==> src/include/srsc_pkg.sv <==
package srsc_pkg;

  // ------------------------------------------------------------
  // register map (byte addresses, low 16 bits decoded)
  // ------------------------------------------------------------
  localparam int          AXI_AW       = 16;
  localparam logic [15:0] CTL_OFS      = 16'hf600;
  localparam logic [15:0] SWT_OFS      = 16'hf610;
  localparam logic [1:0]  ALIAS_BASE   = 2'h0;
  localparam logic [1:0]  ALIAS_CLR    = 2'h1;
  localparam logic [1:0]  ALIAS_SET    = 2'h2;
  localparam logic [1:0]  ALIAS_INV    = 2'h3;

  // ------------------------------------------------------------
  // reset_cause_control fields
  // ------------------------------------------------------------
  localparam int          CTL_W        = 10;
  localparam int          B_POR        = 0;
  localparam int          B_BROWN      = 1;
  localparam int          B_IDLE       = 2;
  localparam int          B_SLEEP      = 3;
  localparam int          B_WDOG       = 4;
  localparam int          B_SOFT       = 6;
  localparam int          B_PIN        = 7;
  localparam int          B_REGEN      = 8;
  localparam int          B_MISM       = 9;
  localparam logic [9:0]  CTL_WMASK    = 10'h3df;
  localparam logic [9:0]  CTL_POR_VAL  = 10'h003;
  localparam int          B_TRIG       = 0;

  // ------------------------------------------------------------
  // reset source indices
  // ------------------------------------------------------------
  localparam int          NSRC         = 5;
  localparam int          S_POR        = 0;
  localparam int          S_BROWN      = 1;
  localparam int          S_WDT        = 2;
  localparam int          S_MISM       = 3;
  localparam int          S_PIN        = 4;

  // ------------------------------------------------------------
  // timing
  // ------------------------------------------------------------
  localparam int          CLK_NS       = 4;
  localparam int          STRETCH_NS   = 100;
  localparam int          STRETCH_CYC  = (STRETCH_NS + CLK_NS - 1) / CLK_NS;

  // ------------------------------------------------------------
  // bus responses
  // ------------------------------------------------------------
  localparam logic [1:0]  RESP_OKAY    = 2'h0;
  localparam logic [1:0]  RESP_SLVERR  = 2'h2;

endpackage : srsc_pkg

==> src/verilog/srsc_top.sv <==
`timescale 1ns/10ps

// Notes on behaviour
// - all six sources merge into one master reset output for the chip.
// - configuration mismatch reset or a software write sets cause flag bit 9.
// - external clear pin reset sets pin cause flag bit 7.
// - an executed software reset sets software cause flag bit 6.
// - watchdog time-out sets watchdog flag bit 4.
// - wake or reset while in Sleep sets flag bit 3.
// - wake or reset while in Idle sets flag bit 2.
// - brown-out sets flag bit 1; reads one after power-on.
// - power-on sets flag bit 0; reads one after power-on.
// - power-on and brown-out flags stay set until software writes zero.
// - bit 8 one keeps regulator on in Sleep, zero selects standby.
// - control register bits 31..10 and 5 read zero, ignore writes.
// - writing one to trigger bit 0 raises a software reset event.
// - trigger bit is write-only, resets to zero, clears itself.
// - trigger write is accepted only after the unlock sequence.
// - clear, set, invert aliases at +0x4, +0x8, +0xC act per one bit.
// - trigger register bits 31..1 read zero and ignore writes.
// - reset values follow reset type and non-volatile config words.
module srsc_top
  import srsc_pkg::*;
(
  // clock and reset
  input  wire logic              CLOCK,
  input  wire logic              RESET,
  // reset sources
  input  wire logic              POWER_ON_DET,
  input  wire logic              BROWNOUT_DET,
  input  wire logic              CLEAR_PIN_N,
  input  wire logic              WATCHDOG_TIMEOUT,
  input  wire logic              CONFIG_MISMATCH,
  // power mode and system state
  input  wire logic              SLEEP_MODE,
  input  wire logic              IDLE_MODE,
  input  wire logic              WAKE_EVENT,
  input  wire logic              UNLOCKED,
  input  wire logic              CFG_REGEN_DEFAULT,
  // outputs
  output wire logic              SYSTEM_MASTER_RESET,
  output wire logic              REGULATOR_SLEEP_ENABLE,
  // axi4-lite write address
  input  wire logic              AWVALID,
  output wire logic              AWREADY,
  input  wire logic [AXI_AW-1:0] AWADDR,
  // axi4-lite write data
  input  wire logic              WVALID,
  output wire logic              WREADY,
  input  wire logic [31:0]       WDATA,
  input  wire logic [3:0]        WSTRB,
  // axi4-lite write response
  output wire logic              BVALID,
  input  wire logic              BREADY,
  output wire logic [1:0]        BRESP,
  // axi4-lite read address
  input  wire logic              ARVALID,
  output wire logic              ARREADY,
  input  wire logic [AXI_AW-1:0] ARADDR,
  // axi4-lite read data
  output wire logic              RVALID,
  input  wire logic              RREADY,
  output wire logic [31:0]       RDATA,
  output wire logic [1:0]        RRESP
);

  localparam int HOLD_W = $clog2(STRETCH_CYC + 1);
  localparam logic [HOLD_W-1:0] HOLD_LOAD = HOLD_W'(STRETCH_CYC);

  // ------------------------------------------------------------
  // state
  // ------------------------------------------------------------
  typedef struct packed {
    logic [2:0]        pin_s;
    logic              pin_q;
    logic [NSRC-1:0]   lvl_q;
    logic [CTL_W-1:0]  ctl_q;
    logic              trig_q;
    logic [HOLD_W-1:0] hold_q;
    logic              init_q;
    logic              mrst_q;
    logic              aw_q;
    logic [AXI_AW-1:0] awaddr_q;
    logic              w_q;
    logic [31:0]       wdata_q;
    logic [3:0]        wstrb_q;
    logic              bvalid_q;
    logic [1:0]        bresp_q;
    logic              rvalid_q;
    logic [31:0]       rdata_q;
    logic [1:0]        rresp_q;
  } srsc_state_t;

  srsc_state_t st_q;
  srsc_state_t st_d;

  // ------------------------------------------------------------
  // alias write helper
  // ------------------------------------------------------------
  function automatic logic [31:0] srsc_alias(
    input logic [31:0] old,
    input logic [31:0] wd,
    input logic [31:0] bm,
    input logic [1:0]  sel
  );
    logic [31:0] m;
    m = wd & bm;
    unique case (sel)
      ALIAS_BASE: srsc_alias = (old & ~bm) | m;
      ALIAS_CLR:  srsc_alias = old & ~m;
      ALIAS_SET:  srsc_alias = old | m;
      ALIAS_INV:  srsc_alias = old ^ m;
    endcase
  endfunction : srsc_alias

  // ------------------------------------------------------------
  // decode and source edges
  // ------------------------------------------------------------
  logic [NSRC-1:0] src;
  logic [NSRC-1:0] rise;
  logic            any_evt;
  logic            aw_rdy;
  logic            w_rdy;
  logic            ar_rdy;
  logic            wr_go;
  logic            wr_ctl;
  logic            wr_swt;
  logic [1:0]      wr_sel;
  logic [31:0]     bm;
  logic [31:0]     ctl_wr;
  logic [31:0]     swt_wr;
  logic            swt_one;
  logic            rd_ctl;
  logic            rd_swt;

  assign src[S_POR] = POWER_ON_DET;
  assign src[S_BROWN] = BROWNOUT_DET;
  assign src[S_WDT] = WATCHDOG_TIMEOUT;
  assign src[S_MISM] = CONFIG_MISMATCH;
  assign src[S_PIN] = st_q.pin_q;
  // only a fresh assertion marks a cause, so a long source sets once
  assign rise    = src & ~st_q.lvl_q;
  assign any_evt = (|rise) | st_q.trig_q;

  assign aw_rdy  = !st_q.aw_q && !st_q.bvalid_q;
  assign w_rdy   = !st_q.w_q && !st_q.bvalid_q;
  assign ar_rdy  = !st_q.rvalid_q;
  assign wr_go   = st_q.aw_q && st_q.w_q && !st_q.bvalid_q;
  assign wr_sel  = st_q.awaddr_q[3:2];
  assign wr_ctl  = st_q.awaddr_q[15:4] == CTL_OFS[15:4];
  assign wr_swt  = st_q.awaddr_q[15:4] == SWT_OFS[15:4];
  assign rd_ctl  = ARADDR[15:4] == CTL_OFS[15:4];
  assign rd_swt  = ARADDR[15:4] == SWT_OFS[15:4];
  assign bm      = {{8{st_q.wstrb_q[3]}}, {8{st_q.wstrb_q[2]}},
                    {8{st_q.wstrb_q[1]}}, {8{st_q.wstrb_q[0]}}};
  // aliases act on the stored value; the trigger always reads as zero
  assign ctl_wr  = srsc_alias({22'h0, st_q.ctl_q}, st_q.wdata_q, bm,
                              wr_sel);
  assign swt_wr  = srsc_alias(32'h0, st_q.wdata_q, bm, wr_sel);
  assign swt_one = swt_wr[B_TRIG];

  // ------------------------------------------------------------
  // next state
  // ------------------------------------------------------------
  always_comb begin
    logic [CTL_W-1:0] hw;
    logic [CTL_W-1:0] rc;
    hw = '0;
    rc = st_q.ctl_q;
    st_d = st_q;

    // pin filter: level moves only when the last two stages agree
    st_d.pin_s = {st_q.pin_s[1:0], ~CLEAR_PIN_N};
    if (st_q.pin_s[2] == st_q.pin_s[1]) begin
      st_d.pin_q = st_q.pin_s[2];
    end
    st_d.lvl_q = src;

    // write channel: address and data taken in either order
    if (AWVALID && aw_rdy) begin
      st_d.aw_q     = 1'b1;
      st_d.awaddr_q = AWADDR;
    end
    if (WVALID && w_rdy) begin
      st_d.w_q     = 1'b1;
      st_d.wdata_q = WDATA;
      st_d.wstrb_q = WSTRB;
    end
    if (wr_go) begin
      st_d.aw_q     = 1'b0;
      st_d.w_q      = 1'b0;
      st_d.bvalid_q = 1'b1;
      st_d.bresp_q  = (wr_ctl || wr_swt) ? RESP_OKAY : RESP_SLVERR;
    end else if (st_q.bvalid_q && BREADY) begin
      st_d.bvalid_q = 1'b0;
    end

    // read channel
    if (ARVALID && ar_rdy) begin
      st_d.rvalid_q = 1'b1;
      st_d.rresp_q  = RESP_OKAY;
      st_d.rdata_q  = 32'h0;
      if (rd_ctl) begin
        st_d.rdata_q = {22'h0, st_q.ctl_q & CTL_WMASK};
      end else if (!rd_swt) begin
        st_d.rresp_q = RESP_SLVERR;
      end
    end else if (st_q.rvalid_q && RREADY) begin
      st_d.rvalid_q = 1'b0;
    end

    // software side of the control register
    if (wr_go && wr_ctl) begin
      rc = ctl_wr[CTL_W-1:0] & CTL_WMASK;
    end
    // regulator default comes from the config word at reset release
    if (st_q.init_q) begin
      rc[B_REGEN] = CFG_REGEN_DEFAULT;
      st_d.init_q = 1'b0;
    end

    // hardware sets are ored last so an event beats a clear
    hw[B_POR]   = rise[S_POR];
    hw[B_BROWN] = rise[S_BROWN];
    hw[B_WDOG]  = rise[S_WDT];
    hw[B_MISM]  = rise[S_MISM];
    hw[B_PIN]   = rise[S_PIN];
    hw[B_SOFT]  = st_q.trig_q;
    hw[B_SLEEP] = (WAKE_EVENT || any_evt) && SLEEP_MODE;
    hw[B_IDLE]  = (WAKE_EVENT || any_evt) && IDLE_MODE;
    st_d.ctl_q  = rc | hw;

    // trigger is a one-cycle pulse, honoured only when unlocked
    st_d.trig_q = wr_go && wr_swt && swt_one && UNLOCKED;
    if (st_q.trig_q) begin
      st_d.hold_q = HOLD_LOAD;
    end else if (st_q.hold_q != '0) begin
      st_d.hold_q = st_q.hold_q - 1'b1;
    end

    // software reset is stretched so the whole chip sees a clean pulse
    st_d.mrst_q = (|src) || st_q.trig_q || (st_q.hold_q != '0);
  end

  // ------------------------------------------------------------
  // registers
  // ------------------------------------------------------------
  // only the power-on reset clears this block; the master reset it
  // drives does not, so cause flags survive for software to read
  always_ff @(posedge CLOCK or posedge RESET) begin
    if (RESET) begin
      st_q        <= '0;
      st_q.ctl_q  <= CTL_POR_VAL;
      st_q.init_q <= 1'b1;
      st_q.mrst_q <= 1'b1;
    end else begin
      st_q <= st_d;
    end
  end

  // ------------------------------------------------------------
  // outputs
  // ------------------------------------------------------------
  assign SYSTEM_MASTER_RESET    = st_q.mrst_q;
  assign REGULATOR_SLEEP_ENABLE = st_q.ctl_q[B_REGEN];
  assign AWREADY = aw_rdy;
  assign WREADY  = w_rdy;
  assign BVALID  = st_q.bvalid_q;
  assign BRESP   = st_q.bresp_q;
  assign ARREADY = ar_rdy;
  assign RVALID  = st_q.rvalid_q;
  assign RDATA   = st_q.rdata_q;
  assign RRESP   = st_q.rresp_q;
endmodule : srsc_top

==> config.mk <==
export PLATFORM = sky130hd
export DESIGN_NAME = srsc_top
export DESIGN_NICKNAME = d
export VERILOG_FILES = /design/src/include/srsc_pkg.sv /design/src/verilog/srsc_top.sv
export SDC_FILE = /design/constraint.sdc
export NUM_CORES = 1
export LEC_CHECK = 0
export BUFFER_PORTS_ARGS = -buffer_cell sky130_fd_sc_hd__buf_4
export CORE_MARGIN = 2
export CORE_UTILIZATION = 45
export CTS_CLUSTER_SIZE = 30
export DETAILED_ROUTE_END_ITERATION = 8
export PLACE_DENSITY = 0.75
export SYNTH_ARGS = -nofsm -noshare
export SYNTH_HDL_FRONTEND = slang
export SYNTH_SLANG_ARGS = --single-unit
==> constraint.sdc <==
create_clock -name CLOCK -period 3.3 [get_ports CLOCK]
set_input_delay 0 -clock CLOCK [delete_from_list [all_inputs] [get_ports CLOCK]]
set_output_delay 0 -clock CLOCK [all_outputs]
set_load 0.005 [all_outputs]
==> flow_metrics.py, run 1 <==
metrics = {
    "critical_path": {
        "path_max_fanout": 18,
        "path_class": "register to register",
        "r2r_start": "st_q[80]",
        "regToRegSetupSlack_ns": 1.22,
        "r2r_cells": 4,
        "arrival_ns": 2.30,
        "reg2reg_to": "REGULATOR_SLEEP_ENABLE",
        "required_ns": 3.52,
        "worstSetupEndpointType": "register",
        "crit_path_start_kind": "register",
    },
    "route": {
        "vias": 2389,
        "wl_per_cell_um": 13.4,
        "routed_wl_um": 6530,
        "drt-pass1-iter-count": 4,
        "drtIter0Drc": 82,
        "via_per_inst": 4.91,
        "drc": 0,
        "ant_nets": 0,
    },
    "yosys": {
        "netlist_area_mm2": 0.00325,
        "avgSynthCellArea_um2": 11.2,
        "yosysSeqAreaShare_pct": 51.0,
        "yosys_warnings": 0,
        "ys_types": 39,
        "ys_seq_elements": 66,
        "syn_inst": 289,
    },
    "global_routing": {
        "grt_overflow": 0,
        "grtUsageTotal_pct": 17.8,
        "antenna_found_initial": 0,
        "grt_pass1_wl_um": 10800,
        "grt_pass1_vias": 2441,
        "grt_max_degree": 39,
    },
    "final_layout": {
        "antenna_cells": 0,
        "nNetsFinal": 481,
        "layout-area-overhead-vs-synth_pct": 30.7,
        "final_common_cell": "buf_4",
        "drive_above_1_share_pct": 30.9,
        "layout_common_cells": "buf_4 (72), dfrtp_1 (62), dlygate4sd3_1 (37), nand2_1 (32), conb_1 (26)",
    },
    "clock_tree": {
        "clkSinkCount": 66,
        "ctsHtreeMaxLevel": 3,
        "clock-root-buffer": "clkbuf_8",
        "cts_tree": "yes",
        "ctsHoldBuffers": 37,
        "path_clk_slew_ns": 0.07,
        "insertion_delay_ns": 0.33,
        "numCtsBuffers": 9,
        "cts_buffer_depth": 2,
        "postCtsSetupRepairBufs": 0,
        "cts_resized": 0,
    },
    "min_path": {
        "hp-start": "WAKE_EVENT",
        "whs_path_depth": 5,
        "holdCritPathClass": "primary input to register",
        "whs_endpoint": "st_q[103]",
    },
    "timing": {
        "max_slew_margin_pct": 37.8,
        "min_period_over_period_pct": 63.1,
        "hold_viol": 0,
        "min_period_ns": 2.08,
        "setup_viol": 0,
        "setup_slack_ns": 1.22,
        "rsz0062_at_grt": "false",
        "clock_skew_ns": 0.00834,
        "max_freq_ghz": 0.480,
        "worstMarginPinSlew_ns": 0.920,
        "slew_violations": 0,
        "tns_ns": 0,
    },
    "placement": {
        "hpwl_um": 4460,
        "gp_congestion": 0.799,
        "pre_cts_ws_ns": 1.22,
        "portBuffers": 71,
    },
    "power": {
        "irDropWorstVdd_mv": 0.465,
        "p_leak_nw": 2.00,
        "fin_total_pwr_mw": 2.69,
        "p_per_area_mw_per_mm2": 635,
    },
    "flow_run": {
        "max-cap-violations": 0,
    },
    "floorplanning": {
        "start_util_pct": 47.0,
        "die_h_um": 88.9,
        "die-area_mm2": 0.00791,
        "die_width_um": 88.9,
        "rows": 30,
        "core_area_mm2": 0.00691,
        "num_io_pins": 128,
    },
    "outcome": {
        "status": "complete, no violations",
    },
}
sequential cells by signal, indices dropped and copies added, names as in the netlist:
signal	flops
BRESP	1
BVALID	1
RDATA	9
REGULATOR_SLEEP_ENABLE	1
RRESP	1
RVALID	1
SYSTEM_MASTER_RESET	1
bm	2
src	1
st_d	2
st_q	46
worst max-delay path by stage:
stage	slack (ns)	endpoint	cells after the start	start
floorplan	1.28	st_q[106]	5	st_q[80]
global placement	1.24	REGULATOR_SLEEP_ENABLE	4	st_q[80]
detailed placement	1.22	REGULATOR_SLEEP_ENABLE	4	st_q[80]
CTS	1.22	REGULATOR_SLEEP_ENABLE	4	st_q[80]
global route	1.14	REGULATOR_SLEEP_ENABLE	4	st_q[80]
finish	1.22	REGULATOR_SLEEP_ENABLE	4	st_q[80]
area by class of cell:
cell class	instances	area (um2)
fill	547	2660
sequential	66	1660
multi-input combinational	191	1320
timing repair buffer	109	911
clock buffer	15	196
tap	96	120
inverter	9	33.8
clock inverter	1	5.00
where the power goes:
group          switching, mW  leakage, nW  internal [mW]  total [mW]
clock                  0.287        0.106          0.375       0.662
combinational          0.333         1.11          0.432       0.765
sequential             0.244        0.779           1.02        1.27
total                  0.864         2.00           1.83        2.69
kinds of logic (layout without fill, tap and decap cells):
| group | count (synthesis) | in the layout | synth area share [%] |
|---|---|---|---|
| xor+xnor | 2 | 2 | 0.540 |
| buf+inv | 57 | 134 | 11.2 |
| flops | 66 | 66 | 51.0 |
| mux | 24 | 24 | 8.32 |
| simple gates | 77 | 77 | 12.7 |
| fa+ha+maj | 11 | 11 | 4.16 |
| compound gates | 51 | 51 | 11.9 |
| other cells | 1 | 26 | 0.115 |
routing by layer:
metal	track usage, %	wire [um]
met1	21.6	2750
met2	30.7	3250
met3	4.43	408
met4	7.19	116
met5	0	0
through the flow:
step           area [um2]  cells  util (%)  hold slack [ns]
6_report             4240    487      61.4           0.0298
5_1_grt              4240    487      61.4           0.0303
4_1_cts              4240    487      61.4           0.0182
3_5_place_dp         3670    434      53.2            0.130
3_3_place_gp         3670    434      53.2            0.131
2_1_floorplan        3340    314         -           0.0314
cells in the mapped netlist:
cell type / n / share of area, %
a211o_1: 9 / 2.4
nor2_1: 7 / 0.81
ha_1: 10 / 3.9
or4b_2: 1 / 0.31
or4_4: 2 / 0.69
buf_4: 36 / 8.3
a21o_1: 3 / 0.69
or4_1: 2 / 0.46
a221oi_1: 9 / 2.4
nand2_1: 32 / 3.7
and2_1: 2 / 0.39
xnor2_1: 2 / 0.54
nor4b_1: 1 / 0.27
inv_1: 9 / 1.0
and3b_1: 1 / 0.27
nand2b_1: 10 / 1.9
a22o_1: 9 / 2.4
a2111oi_0: 1 / 0.27
a21oi_1: 2 / 0.31
a21boi_0: 1 / 0.23
nor3_1: 1 / 0.15
clkbuf_1: 10 / 1.2
mux2_2: 24 / 8.3
nor4_4: 1 / 0.66
a2111oi_2: 1 / 0.46
nand4_1: 1 / 0.19
o31a_1: 1 / 0.27
maj3_1: 1 / 0.31
o21ai_0: 14 / 2.2
dfrtp_1: 62 / 48
nand3_1: 10 / 1.5
nor4_1: 2 / 0.39
dfstp_2: 4 / 3.2
nand4b_1: 2 / 0.54
a211oi_1: 1 / 0.23
nand3b_1: 1 / 0.23
buf_6: 2 / 0.69
conb_1: 1 / 0.12
or3_1: 1 / 0.19
critical path, stage by stage, from the launching register on:
cell and delay, ns:
dfrtp_1 0.38, or4_4 0.53, or4_4 0.62, and3b_1 0.22, a211o_1 0.22
Power figures use the tool's default switching activity.
==> inputs of run 2 (changes only) <==
Settings changed: ABC_AREA set to 1, PLACE_DENSITY 0.75 to 0.76.
Clock period 3.3 ns to 1.88 ns, I/O delays scaled along.
==> run 2 against run 1 <==
Non-clock buffer count rose by 8. Sequential power increased by 65%. First-iteration DRC count up 78%. Final cell count is 28% higher. Critical path type unchanged. Largest power group unchanged.
==> flow_metrics.py, run 2 <==
metrics = {
    "final_layout": {
        "antenna_cells": 0,
        "largest_reg_flops": 46,
        "regMostFlops": "st_q",
        "n_fill_cell": 693,
        "drive_above_1_share_pct": 24.6,
        "layout-area-overhead-vs-synth_pct": 31.2,
        "layout_common_cells": "nand2_1 (126), buf_4 (74), dfrtp_1 (62), dlygate4sd3_1 (42), inv_1 (36)",
        "nNetsFinal": 610,
        "final_common_cell": "nand2_1",
    },
    "timing": {
        "min_period_ns": 1.64,
        "worstMarginPinSlew_ns": 0.535,
        "clock_skew_ns": 0.00747,
        "max_slew_margin_pct": 64.2,
        "min_period_over_period_pct": 87.4,
        "tns_ns": 0,
        "setup_viol": 0,
        "rsz0062_at_grt": "false",
        "slew_violations": 0,
        "max_freq_ghz": 0.609,
        "hold_viol": 0,
    },
    "power": {
        "pwr-share-comb_pct": 34.9,
        "irDropWorstVdd_mv": 0.801,
        "clkPwrFrac_pct": 25.2,
        "internal_power_mw": 3.46,
        "p_seq_share_pct": 39.9,
        "fin_total_pwr_mw": 5.23,
        "switching_share_pct": 33.9,
        "p_per_area_mw_per_mm2": 1120,
        "p_switching_mw": 1.77,
        "p_leak_nw": 2.43,
    },
    "yosys": {
        "synthFlopType": "dfrtp_1",
        "yosys_warnings": 0,
        "synth.largest_area_cell": "dfrtp_1",
        "syn_inst": 406,
        "ys_seq_elements": 66,
        "synthTopCellsByCount": "nand2_1 (126), dfrtp_1 (62), inv_1 (37)",
        "avgSynthCellArea_um2": 8.76,
        "synthTopCellsByArea": "dfrtp_1 (44%), nand2_1 (13%), buf_4 (7.6%)",
        "ys_types": 32,
        "yosysSeqAreaShare_pct": 46.6,
        "synth-edff-count": 0,
        "synthMostInstantiatedCell": "nand2_1",
        "synthArstFlopShare_pct": 100,
        "netlist_area_mm2": 0.00356,
        "synth_top_area_share_pct": 43.6,
    },
    "floorplanning": {
        "core_area_mm2": 0.00769,
        "die_h_um": 92.9,
        "start_util_pct": 46.3,
        "die_width_um": 92.9,
        "rows": 32,
        "num_io_pins": 128,
        "die-area_mm2": 0.00863,
    },
    "route": {
        "drc": 0,
        "wl_per_cell_um": 12.0,
        "routed_wl_um": 7450,
        "drt-pass1-iter-count": 4,
        "drtIter0Drc": 146,
        "vias": 2843,
        "via_per_inst": 4.57,
        "ant_nets": 0,
    },
    "placement": {
        "portBuffers": 71,
        "gp_congestion": 0.796,
        "hpwl_um": 5290,
    },
    "critical_path": {
        "required_ns": 2.16,
        "path_class": "register to register",
        "critPathMaxStageDelay_ns": 0.42,
        "slowest_stage": "dfrtp_1",
        "critPathBufInv": 2,
        "arrival_ns": 1.93,
        "crit_path_start_kind": "register",
        "worstSetupEndpointType": "register",
        "crit_top_cell": "nand2_1",
        "path_max_fanout": 11,
        "path_cells": "inv_1 > nand3_4 > nor2_1 > nand2_1 > inv_1 > nand2_1 > nand2_1",
        "crit_family": "simple AND/OR/NAND/NOR gates",
    },
    "global_routing": {
        "grt_max_degree": 33,
        "antenna_found_initial": 0,
        "grt_pass1_vias": 2785,
        "grt_pass1_wl_um": 12500,
        "grtUsageTotal_pct": 18.5,
        "grt_overflow": 0,
    },
    "min_path": {
        "holdCritPathClass": "primary input to register",
    },
    "clock_tree": {
        "cts_resized": 0,
        "ctsHoldBuffers": 42,
        "ctsHtreeMaxLevel": 3,
        "insertion_delay_ns": 0.34,
        "numCtsBuffers": 9,
        "clock-root-buffer": "clkbuf_8",
        "clkSinkCount": 66,
        "cts_tree": "yes",
        "path_clk_slew_ns": 0.07,
        "postCtsSetupRepairBufs": 0,
        "cts_buffer_depth": 2,
    },
    "outcome": {
        "status": "complete, no violations",
    },
    "flow_run": {
        "max-cap-violations": 0,
    },
}
[run 2: changes by cell type after synthesis, moves of 9 or more]
cell and delta:
nand2_1 +94, a211o_1 -9, nor2_1 +21, mux2_2 -13, a221oi_1 -9, nand2b_1 -10
inv_1 +28, a22o_1 -9
[run 2: stage by stage]
stage                     hold slack (ns)  instance area [um2]  utilization, %  setup slack, ns  std cells
after floorplan                    0.0314                 3650               -            0.232        431
after global placement            0.00351                 4030            52.4            0.297        564
after detailed placement          0.00657                 4030            52.4            0.251        564
after CTS                          0.0287                 4670            60.7            0.219        622
after global routing               0.0769                 4670            60.7           0.0787        622
final                              0.0374                 4670            60.7            0.238        622
[run 2: final timing paths]
check | start | endpoint | slack (ns) | cells after the start
max in group asynchronous | RESET | st_q[93] | 1.04 | 4
worst min-delay path | ARADDR[9] | RRESP[1] | 0.04 | 6
worst max-delay path | BVALID | st_q[104] | 0.24 | 7
worst max register to register | BVALID | st_q[104] | 0.24 | 7
worst min register to register | st_d[117] | st_d[118] | 0.35 | 0
min in group asynchronous | RESET | st_q[88] | 0.19 | 3
[run 2: final cells by class]
cell class                 count  area, um2  area share, %
sequential                    66       1660           35.5
multi-input combinational    282       1520           32.6
timing repair buffer         117        996           21.3
inverter                      39        146           3.14
clock buffer                  11        141           3.03
tap                          102        128           2.74
clock inverter                 5       77.6           1.66
[run 2: cells by family (layout without fill, tap and decap cells)]
family,Yosys count,count (layout),synth area share (%)
AOI/OAI and AO/OA,29,29,5.14
muxes,19,19,6.86
other,1,26,0.105
adders and majority gates,11,11,3.80
DFF,66,66,46.6
and+or+nand+nor,196,196,24.0
xor gates and xnor gates,1,1,0.246
buffers and inverters,83,172,13.3
[run 2: worst min-delay path, delay by kind of cell]
family | cells | cell delay [ns]
buffers and inverters | 3 | 0.19
and+or+nand+nor | 3 | 0.15
[run 2: power groups by stage]
stage               clock [mW]  combinational (mW)  sequential (mW)
detailed placement           0                1.76             2.11
global placement             0                1.67             2.09
finish                    1.32                1.82             2.09
floorplan                    0                1.45             1.99
CTS                       1.34                1.83             2.09
global route              1.41                2.11             2.15
[run 2: metal layers]
| metal | up-vias | GRT usage (%) | wire (um) | part of all wire, % |
|---|---|---|---|---|
| met4 | 0 | 7.60 | 90 | 1.2 |
| met5 | - | 0 | 0 | 0 |
| met2 | 84 | 32.2 | 3730 | 50 |
| li1 | 1436 | - | - | - |
| met1 | 1317 | 22.1 | 3230 | 43 |
| met3 | 6 | 4.23 | 394 | 5.3 |
